$ cat src/rtl/pfs_pkg.sv
// package: register map, field positions, reset values, timing
// assumes a 250 MHz device clock and 8-bit register data
package pfs_pkg;
  // clock and timing
  localparam int CLK_PERIOD_NS = 4;    // 250 MHz device clock
  localparam int OVLD_TIME_NS  = 1000; // overload timeout, plain default
  // least time, so round up to whole cycles
  localparam int OVLD_CYC =
    (OVLD_TIME_NS + CLK_PERIOD_NS - 1) / CLK_PERIOD_NS;
  // register command codes
  localparam logic [7:0] ADDR_DET_EVT  = 8'h04; // class/detect events
  localparam logic [7:0] ADDR_FLT_EVT  = 8'h06; // cut and shutdown events
  localparam logic [7:0] ADDR_SUP_EVT  = 8'h0a; // supply and fault events
  localparam logic [7:0] ADDR_DISC1    = 8'h0c; // channel_one_discovery
  localparam logic [7:0] ADDR_DISC2    = 8'h0d; // channel_two_discovery
  localparam logic [7:0] ADDR_DISC3    = 8'h0e; // channel_three_discovery
  localparam logic [7:0] ADDR_PRIO_CFG = 8'h17; // priority mode select
  localparam logic [7:0] ADDR_PWR_ON   = 8'h19; // power-on commands
  localparam logic [7:0] ADDR_FS_EN    = 8'h1b; // fast shutdown enables
  localparam logic [7:0] ADDR_CURRENT_LIMIT_FAULT_COUNTER     = 8'h1c; // current-limit counter
  localparam logic [7:0] ADDR_PRIO_LO  = 8'h27; // priority, ch 1-4
  localparam logic [7:0] ADDR_PRIO_HI  = 8'h28; // priority, ch 5-8
  localparam logic [7:0] ADDR_CUT_EN   = 8'h2d; // four-pair cut enables
  localparam logic [7:0] ADDR_FW_REV   = 8'h41; // firmware revision
  localparam logic [7:0] ADDR_MEM_CTL  = 8'h60; // memory control
  // field positions
  localparam int SUP_MEMFLT_BIT = 0;
  localparam int SUP_POWER_SUPPLY_UNDERVOLTAGE_FLAG_BIT   = 4;
  localparam int SUP_DIGITAL_SUPPLY_WARNING_FLAG_BIT  = 5;
  localparam int SUP_DIGITAL_SUPPLY_UNDERVOLTAGE_FLAG_BIT   = 6;
  localparam int SUP_TSD_BIT    = 7;
  localparam int FLT_SHDN_BIT   = 1;
  localparam int FLT_CUT_LSB    = 4;
  localparam int PRIO_MODE_BIT  = 7;
  localparam int MEM_RUN_BIT    = 0;
  localparam int MEM_PAR_BIT    = 1;
  localparam int MEM_IMG_BIT    = 2;
  // reset values
  localparam logic [7:0] RST_BYTE   = 8'h00;
  localparam logic [7:0] MEM_CTL_RST = 8'h00;
  localparam logic [7:0] SAFE_FW_REV = 8'hff; // revision shown in safe mode
  localparam logic [7:0] FW_REV_VAL  = 8'h5a; // arbitrary revision value
  // safe-mode states
  typedef enum logic {PFS_RUN, PFS_SAFE} pfs_mode_t;
endpackage

$ cat src/rtl/pfs_status.sv
// module: supply/fault status, shutdown events, power cut, safe mode
// and discovery registers of an eight-channel power controller.
// assumes a command decoder outside turns bus traffic into the
// reg_* strobes; analog conditions arrive as asynchronous levels.
`timescale 1ns/1ps
module pfs_status
  import pfs_pkg::*;
#(
  parameter int NCH  = 8, // power channels
  parameter int NPRT = 4, // four-pair ports
  parameter int NDSC = 3, // discovery registers
  parameter int NEV  = 4  // channels with detection event bits
) (
  input  wire logic              sys_clk_in,
  input  wire logic              rst_b_in,       // power-on reset
  input  wire logic              reset_pin_b_in, // device reset pin
  input  wire logic [7:0]        reg_addr_in,
  input  wire logic              reg_wr_in,
  input  wire logic [7:0]        reg_wdata_in,
  input  wire logic              reg_rd_in,
  input  wire logic              reg_cor_in,     // read clears
  output logic      [7:0]        reg_rdata_out,
  input  wire logic              fast_shutdown_pin_in,
  input  wire logic [2:0]        priority_code_in,
  input  wire logic              tsd_cond_in,
  input  wire logic              digital_supply_undervoltage_flag_cond_in,
  input  wire logic              digital_supply_warning_flag_cond_in,
  input  wire logic              power_supply_undervoltage_flag_cond_in,
  input  wire logic              vpwr_above_30_in,
  input  wire logic              vpwr_lockout_in,
  input  wire logic              mem_error_in,   // parity error seen
  input  wire logic [NCH-1:0]    ch_powered_in,
  input  wire logic [NEV-1:0]    class_done_in,
  input  wire logic [NEV-1:0]    det_done_in,
  input  wire logic [4*NDSC-1:0] class_code_in,
  input  wire logic [4*NDSC-1:0] det_code_in,
  input  wire logic [NDSC-1:0]   ch_off_in,
  input  wire logic [NPRT-1:0]   cut_over_in,    // summed overload
  input  wire logic              ilim_event_in,
  output logic      [NCH-1:0]    power_on_out,
  output logic      [NCH-1:0]    ch_force_off_out,
  output logic      [NPRT-1:0]   port_cut_off_out,
  output logic                   safe_mode_out,
  output logic                   mem_run_en_out
);
  localparam int CW = $clog2(OVLD_CYC + 1);
  localparam logic [CW-1:0] OVLD_MAX = CW'(OVLD_CYC);

  // synchronised pins and analog levels
  logic       pin_b_s, fs_s, tsd_s, digital_supply_undervoltage_flag_s, digital_supply_warning_flag_s, power_supply_undervoltage_flag_s;
  logic       above_s, lock_s;
  logic [2:0] code_s;

  pfs_sync3 #(
    .W       (11),
    .RST_VAL (11'h400) // reset pin reads released
  ) u_sync (
    .sys_clk_in (sys_clk_in),
    .rst_b_in   (rst_b_in),
    .pin_in     ({reset_pin_b_in, fast_shutdown_pin_in,
                  priority_code_in, tsd_cond_in, digital_supply_undervoltage_flag_cond_in,
                  digital_supply_warning_flag_cond_in, power_supply_undervoltage_flag_cond_in, vpwr_above_30_in,
                  vpwr_lockout_in}),
    .sync_out   ({pin_b_s, fs_s, code_s, tsd_s, digital_supply_undervoltage_flag_s, digital_supply_warning_flag_s,
                  power_supply_undervoltage_flag_s, above_s, lock_s})
  );

  // register state
  logic [7:0]      mem_ctl_reg;       // run, parity, image loaded
  logic            memflt_reg;        // memory_fault_flag
  logic            tsd_reg, digital_supply_undervoltage_flag_reg, digital_supply_warning_flag_reg, power_supply_undervoltage_flag_reg;
  logic            prio_mode_reg;     // priority_mode_select
  logic [NCH-1:0]  fs_en_reg;         // fast shutdown enables
  logic [7:0]      prio_lo_reg;       // channel_priority_setting
  logic [7:0]      prio_hi_reg;
  logic [NPRT-1:0] cut_en_reg;        // four_pair_cut_enable
  logic            shdn_evt_reg;      // shutdown_event_flag
  logic [NPRT-1:0] cut_flt_reg;       // power_cut_fault_bit
  logic [NEV-1:0]  cls_evt_reg;       // class_complete_event
  logic [NEV-1:0]  det_evt_reg;       // detect_complete_event
  logic [7:0]      current_limit_fault_counter_reg;          // current_limit_fault_counter
  logic [7:0]      disc_reg [NDSC];   // discovery bytes
  logic [CW-1:0]   ovld_cnt [NPRT];   // summed cut timers
  pfs_mode_t       mode_reg;

  // shared reset terms: the pin spares the supply flags
  wire soft_rst = !rst_b_in || !pin_b_s;

  // command decode
  wire wr_mem  = reg_wr_in && (reg_addr_in == ADDR_MEM_CTL);
  wire wr_pwon = reg_wr_in && (reg_addr_in == ADDR_PWR_ON);
  wire cor_any = reg_rd_in && reg_cor_in;
  wire cor_sup = cor_any && (reg_addr_in == ADDR_SUP_EVT);
  wire cor_flt = cor_any && (reg_addr_in == ADDR_FLT_EVT);
  wire cor_det = cor_any && (reg_addr_in == ADDR_DET_EVT);
  wire in_safe = (mode_reg == PFS_SAFE);

  // fault monitoring gated by parity enable and loaded image
  wire mon_on  = mem_ctl_reg[MEM_PAR_BIT] &&
                 mem_ctl_reg[MEM_IMG_BIT];
  wire mem_flt = mem_error_in && mon_on && !in_safe;
  // host sets run enable again after reload
  wire run_set = wr_mem && reg_wdata_in[MEM_RUN_BIT];

  // power-on commands blocked in safe mode, or under undervoltage unless vpwr_above_30_in
  wire pwon_ok = !(power_supply_undervoltage_flag_reg && !above_s) && !in_safe;

  // shutdown event, both priority modes
  logic [NCH-1:0] prio_hit;
  genvar gi;
  generate
    for (gi = 0; gi < NCH; gi++)
    begin : g_prio
      wire [7:0] pr = (gi < 4) ? prio_lo_reg : prio_hi_reg;
      wire [2:0] ps = pr[(gi % 4 < 2 ? 0 : 4) +: 3] ;
      wire [2:0] pc = (gi % 2 == 0) ? ps : pr[(gi%4<2?4:0)+:3];
      assign prio_hit[gi] = (code_s >= pc);
    end
  endgenerate
  wire shdn_1b  = !prio_mode_reg && fs_s && |fs_en_reg;
  wire shdn_3b  = prio_mode_reg && fs_s &&
                  |(fs_en_reg & prio_hit);
  wire shdn_set = shdn_1b || shdn_3b;

  // summed cut timers expiring this cycle
  logic [NPRT-1:0] cut_hit;
  generate
    for (gi = 0; gi < NPRT; gi++)
    begin : g_cut
      assign cut_hit[gi] = cut_over_in[gi] &&
                           (ovld_cnt[gi] == OVLD_MAX - CW'(1));
    end
  endgenerate

  // mode machine: enters on fault, leaves on run set or POR
  always_ff @(posedge sys_clk_in)
  begin
    if (!rst_b_in)
      mode_reg <= PFS_RUN;
    else
      case (mode_reg)
        PFS_RUN:  if (mem_flt) mode_reg <= PFS_SAFE;
        PFS_SAFE: if (run_set) mode_reg <= PFS_RUN;
        default:  mode_reg <= PFS_RUN;
      endcase
  end

  // memory control: fault clears run enable
  always_ff @(posedge sys_clk_in)
  begin
    if (!rst_b_in)
      mem_ctl_reg <= MEM_CTL_RST;
    else if (mem_flt)
      mem_ctl_reg[MEM_RUN_BIT] <= 1'b0;
    else if (wr_mem)
      mem_ctl_reg <= reg_wdata_in & 8'h07;
  end

  // memory fault flag, set wins over clear-on-read
  always_ff @(posedge sys_clk_in)
  begin
    if (soft_rst)
      memflt_reg <= 1'b0;
    else if (mem_flt)
      memflt_reg <= 1'b1;
    else if (cor_sup)
      memflt_reg <= 1'b0;
  end

  // supply flags: cleared by POR or clear-on-read only, not by the pin
  always_ff @(posedge sys_clk_in)
  begin
    if (!rst_b_in)
    begin
      tsd_reg   <= 1'b0;
      digital_supply_undervoltage_flag_reg  <= 1'b0;
      digital_supply_warning_flag_reg <= 1'b0;
      power_supply_undervoltage_flag_reg  <= 1'b0;
    end
    else
    begin
      tsd_reg   <= tsd_s   || (tsd_reg   && !cor_sup);
      digital_supply_undervoltage_flag_reg  <= digital_supply_undervoltage_flag_s  || (digital_supply_undervoltage_flag_reg  && !cor_sup);
      digital_supply_warning_flag_reg <= digital_supply_warning_flag_s || (digital_supply_warning_flag_reg && !cor_sup);
      power_supply_undervoltage_flag_reg  <= power_supply_undervoltage_flag_s  || (power_supply_undervoltage_flag_reg  && !cor_sup);
    end
  end

  // configuration registers, frozen in safe mode
  always_ff @(posedge sys_clk_in)
  begin
    if (soft_rst)
    begin
      prio_mode_reg <= 1'b0;
      fs_en_reg     <= '0;
      prio_lo_reg   <= RST_BYTE;
      prio_hi_reg   <= RST_BYTE;
      cut_en_reg    <= '1; // cut protection on by default
    end
    else if (reg_wr_in && !in_safe)
      case (reg_addr_in)
        ADDR_PRIO_CFG: prio_mode_reg <= reg_wdata_in[PRIO_MODE_BIT];
        ADDR_FS_EN:    fs_en_reg     <= reg_wdata_in[NCH-1:0];
        ADDR_PRIO_LO:  prio_lo_reg   <= reg_wdata_in;
        ADDR_PRIO_HI:  prio_hi_reg   <= reg_wdata_in;
        ADDR_CUT_EN:   cut_en_reg    <= reg_wdata_in[NPRT-1:0];
        default:       ;
      endcase
  end

  // shutdown event flag
  always_ff @(posedge sys_clk_in)
  begin
    if (soft_rst)
      shdn_evt_reg <= 1'b0;
    else
      shdn_evt_reg <= shdn_set || (shdn_evt_reg && !cor_flt);
  end

  // summed cut timers, fault bits and turn-off
  generate
    for (gi = 0; gi < NPRT; gi++)
    begin : g_cutff
      always_ff @(posedge sys_clk_in)
      begin
        if (soft_rst)
          ovld_cnt[gi] <= '0;
        else if (cor_flt && cut_flt_reg[gi])
          ovld_cnt[gi] <= '0;
        else if (cut_over_in[gi] && ovld_cnt[gi] != OVLD_MAX)
          ovld_cnt[gi] <= ovld_cnt[gi] + CW'(1);
        else if (!cut_over_in[gi])
          ovld_cnt[gi] <= '0;
      end
    end
  endgenerate

  // fault bit set wins; turn-off only with cut enabled
  always_ff @(posedge sys_clk_in)
  begin
    if (soft_rst)
    begin
      cut_flt_reg      <= '0;
      port_cut_off_out <= '0;
    end
    else
    begin
      cut_flt_reg      <= cut_hit | (cut_flt_reg & ~{NPRT{cor_flt}});
      port_cut_off_out <= cut_hit & cut_en_reg;
    end
  end

  // current-limit counter, untouched by cut clears
  always_ff @(posedge sys_clk_in)
  begin
    if (soft_rst)
      current_limit_fault_counter_reg <= RST_BYTE;
    else if (ilim_event_in && current_limit_fault_counter_reg != 8'hff)
      current_limit_fault_counter_reg <= current_limit_fault_counter_reg + 8'h01;
  end

  // detection events: kept under undervoltage, lost at lockout
  always_ff @(posedge sys_clk_in)
  begin
    if (soft_rst || lock_s)
    begin
      cls_evt_reg <= '0;
      det_evt_reg <= '0;
    end
    else
    begin
      cls_evt_reg <= class_done_in |
                     (cls_evt_reg & ~{NEV{cor_det}});
      det_evt_reg <= det_done_in |
                     (det_evt_reg & ~{NEV{cor_det}});
    end
  end

  // discovery bytes: class high nibble, detect low nibble
  generate
    for (gi = 0; gi < NDSC; gi++)
    begin : g_disc
      always_ff @(posedge sys_clk_in)
      begin
        if (soft_rst || ch_off_in[gi])
          disc_reg[gi] <= RST_BYTE;
        else
        begin
          if (class_done_in[gi])
            disc_reg[gi][7:4] <= class_code_in[4*gi +: 4];
          if (det_done_in[gi])
            disc_reg[gi][3:0] <= det_code_in[4*gi +: 4];
        end
      end
    end
  endgenerate

  // power-on pulses and forced-off mask; powered channels untouched
  always_ff @(posedge sys_clk_in)
  begin
    if (soft_rst)
    begin
      power_on_out     <= '0;
      ch_force_off_out <= '0;
    end
    else
    begin
      power_on_out <= (wr_pwon && pwon_ok) ?
                      reg_wdata_in[NCH-1:0] : '0;
      if (mem_flt)
        ch_force_off_out <= ~ch_powered_in;
      else if (run_set)
        ch_force_off_out <= '0;
    end
  end

  // read mux
  wire [7:0] sup_byte = {tsd_reg, digital_supply_undervoltage_flag_reg, digital_supply_warning_flag_reg, power_supply_undervoltage_flag_reg,
                         3'b000, memflt_reg};
  wire [7:0] flt_byte = {cut_flt_reg, 2'b00, shdn_evt_reg, 1'b0};
  wire [7:0] fw_byte  = in_safe ? SAFE_FW_REV : FW_REV_VAL;
  wire [7:0] rd_mux =
    (reg_addr_in == ADDR_SUP_EVT)  ? sup_byte :
    (reg_addr_in == ADDR_FLT_EVT)  ? flt_byte :
    (reg_addr_in == ADDR_DET_EVT)  ? {cls_evt_reg, det_evt_reg} :
    (reg_addr_in == ADDR_DISC1)    ? disc_reg[0] :
    (reg_addr_in == ADDR_DISC2)    ? disc_reg[1] :
    (reg_addr_in == ADDR_DISC3)    ? disc_reg[2] :
    (reg_addr_in == ADDR_PRIO_CFG) ? {prio_mode_reg, 7'h00} :
    (reg_addr_in == ADDR_FS_EN)    ? fs_en_reg :
    (reg_addr_in == ADDR_CURRENT_LIMIT_FAULT_COUNTER)     ? current_limit_fault_counter_reg :
    (reg_addr_in == ADDR_PRIO_LO)  ? prio_lo_reg :
    (reg_addr_in == ADDR_PRIO_HI)  ? prio_hi_reg :
    (reg_addr_in == ADDR_CUT_EN)   ? {4'h0, cut_en_reg} :
    (reg_addr_in == ADDR_FW_REV)   ? fw_byte :
    (reg_addr_in == ADDR_MEM_CTL)  ? mem_ctl_reg : 8'h00;

  // read data held until the next read
  always_ff @(posedge sys_clk_in)
  begin
    if (!rst_b_in)
      reg_rdata_out <= RST_BYTE;
    else if (reg_rd_in)
      reg_rdata_out <= rd_mux;
  end

  assign safe_mode_out  = in_safe;
  assign mem_run_en_out = mem_ctl_reg[MEM_RUN_BIT];
endmodule // pfs_status

$ cat src/rtl/pfs_sync3.sv
// module: three-stage pin synchroniser with agreement filter
// assumes inputs are asynchronous to sys_clk_in
`timescale 1ns/1ps
module pfs_sync3 #(
  parameter int         W       = 1,
  parameter logic [W-1:0] RST_VAL = '0
) (
  input  wire logic         sys_clk_in,
  input  wire logic         rst_b_in,
  input  wire logic [W-1:0] pin_in,
  output logic      [W-1:0] sync_out
);
  logic [W-1:0] s1_reg; // first stage, read only by s2
  logic [W-1:0] s2_reg;
  logic [W-1:0] s3_reg;
  logic [W-1:0] agree;  // stages two and three match

  assign agree = ~(s2_reg ^ s3_reg);

  // shift chain, output moves only once two stages agree
  always_ff @(posedge sys_clk_in)
  begin
    if (!rst_b_in)
    begin
      s1_reg   <= RST_VAL;
      s2_reg   <= RST_VAL;
      s3_reg   <= RST_VAL;
      sync_out <= RST_VAL;
    end
    else
    begin
      s1_reg   <= pin_in;
      s2_reg   <= s1_reg;
      s3_reg   <= s2_reg;
      sync_out <= (agree & s3_reg) | (~agree & sync_out);
    end
  end
endmodule // pfs_sync3
$ cat config.mk
export PLATFORM = sky130hd
export DESIGN_NAME = pfs_status
export DESIGN_NICKNAME = d
export VERILOG_FILES = /design/src/rtl/pfs_pkg.sv /design/src/rtl/pfs_status.sv /design/src/rtl/pfs_sync3.sv
export SDC_FILE = /design/constraint.sdc
export NUM_CORES = 1
export LEC_CHECK = 0
export ABC_CLOCK_PERIOD_IN_PS = 2800
export BUFFER_PORTS_ARGS = -buffer_cell sky130_fd_sc_hd__clkbuf_2
export CORE_MARGIN = 1.5
export CORE_UTILIZATION = 50
export DETAILED_ROUTE_END_ITERATION = 16
export PLACE_DENSITY_LB_ADDON = 0.15
export SLEW_MARGIN = 10
export SYNTH_ARGS = -nofsm -noshare
export SYNTH_HDL_FRONTEND = slang
export SYNTH_SLANG_ARGS = --single-unit
$ cat constraint.sdc
create_clock -name sys_clk_in -period 2.8 [get_ports sys_clk_in]
set_input_delay 0.42 -clock sys_clk_in [delete_from_list [all_inputs] [get_ports sys_clk_in]]
set_output_delay 0.42 -clock sys_clk_in [all_outputs]
set_load 0.02 [all_outputs]
==> summary.json <==
{
  "worst-path-max-fanout": {"value": 12},
  "cts_made_buffers": {"value": 17},
  "timing_worst_slew_pin_value": {"value": 0.6182, "unit": "ns"},
  "relSlewSlack": {"value": 58.70, "unit": "%"},
  "buffer_ports.inserted": {"value": 110},
  "peakVddDrop": {"value": 437.2, "unit": "uV"},
  "timing.final.hold_violations": {"value": 0},
  "first_global_vias": {"value": 6560},
  "hold_ws": {"value": 0.1645, "unit": "ns"},
  "antenna_found_initial": {"value": 0},
  "status": {"value": "finished, final reports clean"},
  "ctsHtreeMaxLevel": {"value": 4},
  "synth_seq_cells": {"value": 187},
  "vias": {"value": 7012},
  "synth_area_per_cell": {"value": 9.330, "unit": "um2"},
  "global_route.usage.total": {"value": 24.34, "unit": "%"},
  "critical_path.startpoint_type": {"value": "input pin"},
  "standard_cell_core_area": {"value": 16640, "unit": "um2"},
  "ioPinCount": {"value": 111},
  "setup_viol": {"value": 0},
  "regArea": {"value": 4304, "unit": "um2"},
  "grt_first_pass_wirelength": {"value": 33790, "unit": "um"},
  "synth-main-ff-cell": {"value": "dfxtp_1"},
  "layout-area-overhead-vs-synth": {"value": 17.47, "unit": "%"},
  "max_freq": {"value": 470.5, "unit": "MHz"},
  "multi_input_comb_area": {"value": 3958, "unit": "um2"},
  "starting_density": {"value": 51.30, "unit": "%"},
  "row_count": {"value": 47},
  "yosysMostFrequentCell": {"value": "dfxtp_1"},
  "hold_buf_count_cts": {"value": 0},
  "worst-path-buf-inv": {"value": 2},
  "synth.top_cell.area_share": {"value": 30.72, "unit": "%"},
  "power-per-cell-area": {"value": 571.3, "unit": "nW/um2"},
  "setup.worst_path.class": {"value": "input pin to flip-flop"},
  "die-height": {"value": 133.7, "unit": "um"},
  "cts.sinks": {"value": 187},
  "layout_worst_path_cycle_share": {"value": 75.91, "unit": "%"},
  "synth.net_count": {"value": 1021},
  "asyncSetResetFlopFracSynth": {"value": 0, "unit": "%"},
  "synth.yosys.seq_area_share": {"value": 50.42, "unit": "%"},
  "post-synth-top-area-cell": {"value": "dfxtp_1"},
  "detail_route.first_pass.iterations": {"value": 5},
  "clock_pin_slew_of_the_registers_on_the_worst_case_setup_and_hold_paths": {"value": 0.07, "unit": "ns"},
  "antenna_cells": {"value": 0},
  "chipWidth": {"value": 133.7, "unit": "um"},
  "netlist_area": {"value": 8537, "unit": "um2"},
  "hp-class": {"value": "input pin to flip-flop"},
  "post_drt_via_cell_ratio": {"value": 5.565},
  "synth_top_cells_by_count": {"value": "131 x dfxtp_1, 119 x nor2_1, 75 x nand2_1"},
  "layout.filler_cells": {"value": 1468},
  "rsz0062_at_grt": {"value": "no"},
  "cp_slowest_cell": {"value": "nor4_2"},
  "timing.critical_path.required": {"value": 3.14, "unit": "ns"},
  "drt.antenna.violating_nets": {"value": 0},
  "drv.max_cap_violation_count": {"value": 0},
  "clock_tree.buffer_depth": {"value": 2},
  "detailed_place_hpwl": {"value": 15760, "unit": "um"},
  "synthDistinctLibCells": {"value": 61},
  "setup_total_negative_slack": {"value": 0, "unit": "ns"},
  "grt_overflow_total": {"value": 0},
  "detail_route.wl_per_cell": {"value": 16.85, "unit": "um"},
  "cell_by_cell_trace_of_the_critical_path": {"value": "clkbuf_2 -> nor4_2 -> buf_4 -> and3_1 -> o21ai_0 -> o211ai_1 -> a21oi_1 -> a311oi_1"},
  "fp.dieArea": {"value": 17870, "unit": "um2"},
  "insertion_delay": {"value": 0.43, "unit": "ns"},
  "arrival_time_reported_for_the_critical_path_endpoint": {"value": 2.46, "unit": "ns"},
  "cts_root_buffer": {"value": "clkbuf_16"},
  "drt_iter0_drc": {"value": 509},
  "finalCriticalPeriod": {"value": 2.125, "unit": "ns"},
  "slowest_delay": {"value": 0.49, "unit": "ns"},
  "layout-drive-gt1-share": {"value": 17.02, "unit": "%"},
  "wl": {"value": 21240, "unit": "um"},
  "static-leakage-power": {"value": 4.039, "unit": "nW"},
  "fin_util": {"value": 60.26, "unit": "%"},
  "critPathTopFamily": {"value": "simple AND/OR/NAND/NOR gates"},
  "end_kind": {"value": "flip-flop"},
  "remaining_drc_errors": {"value": 0},
  "gp_routability_congestion": {"value": 1.030},
  "postCtsResizedCells": {"value": 0},
  "final.setup_skew": {"value": 0.006295, "unit": "ns"},
  "cts_post_setup_buffers_inserted": {"value": 0},
  "largest_register_ffs": {"value": 32},
  "grt_start_max_net_pins": {"value": 44},
  "syn-instance-count": {"value": 915},
  "leading_post_synthesis_cells_by_cell_area": {"value": "dfxtp_1 31%, edfxtp_1 20%, nor2_1 5.2%"},
  "ys.warnings.count": {"value": 0},
  "tritoncts": {"value": "built"},
  "synth_edf_count": {"value": 56},
  "number_of_nets_at_the_end_of_the_flow": {"value": 1133},
  "final_max_slew_viol_count": {"value": 0}
}
-- cells in the final DEF, fill, tap and decap left out, types with 6 or more instances in the layout --
| cell type | n |
|---|---|
| a21boi_0 | 14 |
| a21oi_1 | 61 |
| a22o_1 | 6 |
| a22oi_1 | 11 |
| a31oi_1 | 6 |
| and2_1 | 41 |
| and3_1 | 30 |
| buf_4 | 25 |
| clkbuf_16 | 18 |
| clkbuf_2 | 110 |
| dfxtp_1 | 131 |
| edfxtp_1 | 56 |
| ha_1 | 25 |
| inv_1 | 30 |
| mux2i_1 | 22 |
| nand2_1 | 74 |
| nand2b_1 | 11 |
| nand3_1 | 42 |
| nand4_1 | 9 |
| nor2_1 | 119 |
| nor2b_1 | 13 |
| nor3_1 | 7 |
| o21ai_0 | 48 |
| or3_1 | 8 |
| xnor2_1 | 18 |
| xor2_1 | 13 |
-- area by class of cell --
| cell class | count | area share (%) |
|---|---|---|
| Sequential cell | 187 | 42.92 |
| Multi-Input combinational cell | 655 | 39.46 |
| Timing Repair Buffer | 136 | 7.561 |
| Clock buffer | 20 | 4.666 |
| Tap cell | 220 | 2.745 |
| Clock inverter | 12 | 1.522 |
| Inverter | 30 | 1.123 |
-- worst paths after layout --
check                     from                  end  slack (ns)  depth (start not counted)
max             reg_addr_in[5]     reg_rdata_out[1]        0.67                          8
min reg2reg  u_sync.s1_reg[10]    u_sync.s2_reg[10]        0.42                          1
max reg2reg      safe_mode_out  ch_force_off_out[4]        0.96                          6
min             reset_pin_b_in    u_sync.s1_reg[10]        0.16                          2
-- stage by stage --
stage / worst slack, ns / instance area (um2) / cells / power (mW)
after floorplan: 0.6486 / 8537 / 915 / 3.109
after global placement: 0.3817 / 9408 / 1228 / 3.273
after detailed placement: 0.3338 / 9408 / 1228 / 3.275
after CTS: 0.7727 / 10030 / 1260 / 5.761
after global routing: 0.5641 / 10030 / 1260 / 5.914
final: 0.6745 / 10030 / 1260 / 5.729
-- logic make-up (layout without fill, tap and decap cells) --
logic type                 count (synthesis)  after routing  share of synthesized area, %
xor gates and xnor gates                  31             31                         3.180
adders and majority gates                 25             25                         3.664
and+or+nand+nor                          383            383                         22.64
DFF                                      187            187                         50.42
buffers and inverters                     73            198                         3.254
muxes                                     22             22                         2.579
AOI/OAI and AO/OA                        194            194                         14.26
-- per-layer routing --
metal | vias up | GRT usage, % | wire length (um)
met5 | - | 0 | 0
met4 | 0 | 8.575 | 529
met3 | 46 | 4.909 | 1307
met2 | 267 | 37.82 | 9368
met1 | 3244 | 33.86 | 10030
li1 | 3455 | - | -
-- power by group --
group,total [mW],internal (mW),switching (mW)
Clock,2.51,1.42,1.09
Sequential,2.88,2.84,0.0405
Combinational,0.338,0.132,0.206
Total,5.73,4.39,1.34
Note: power is estimated with default switching activity, not from simulation.
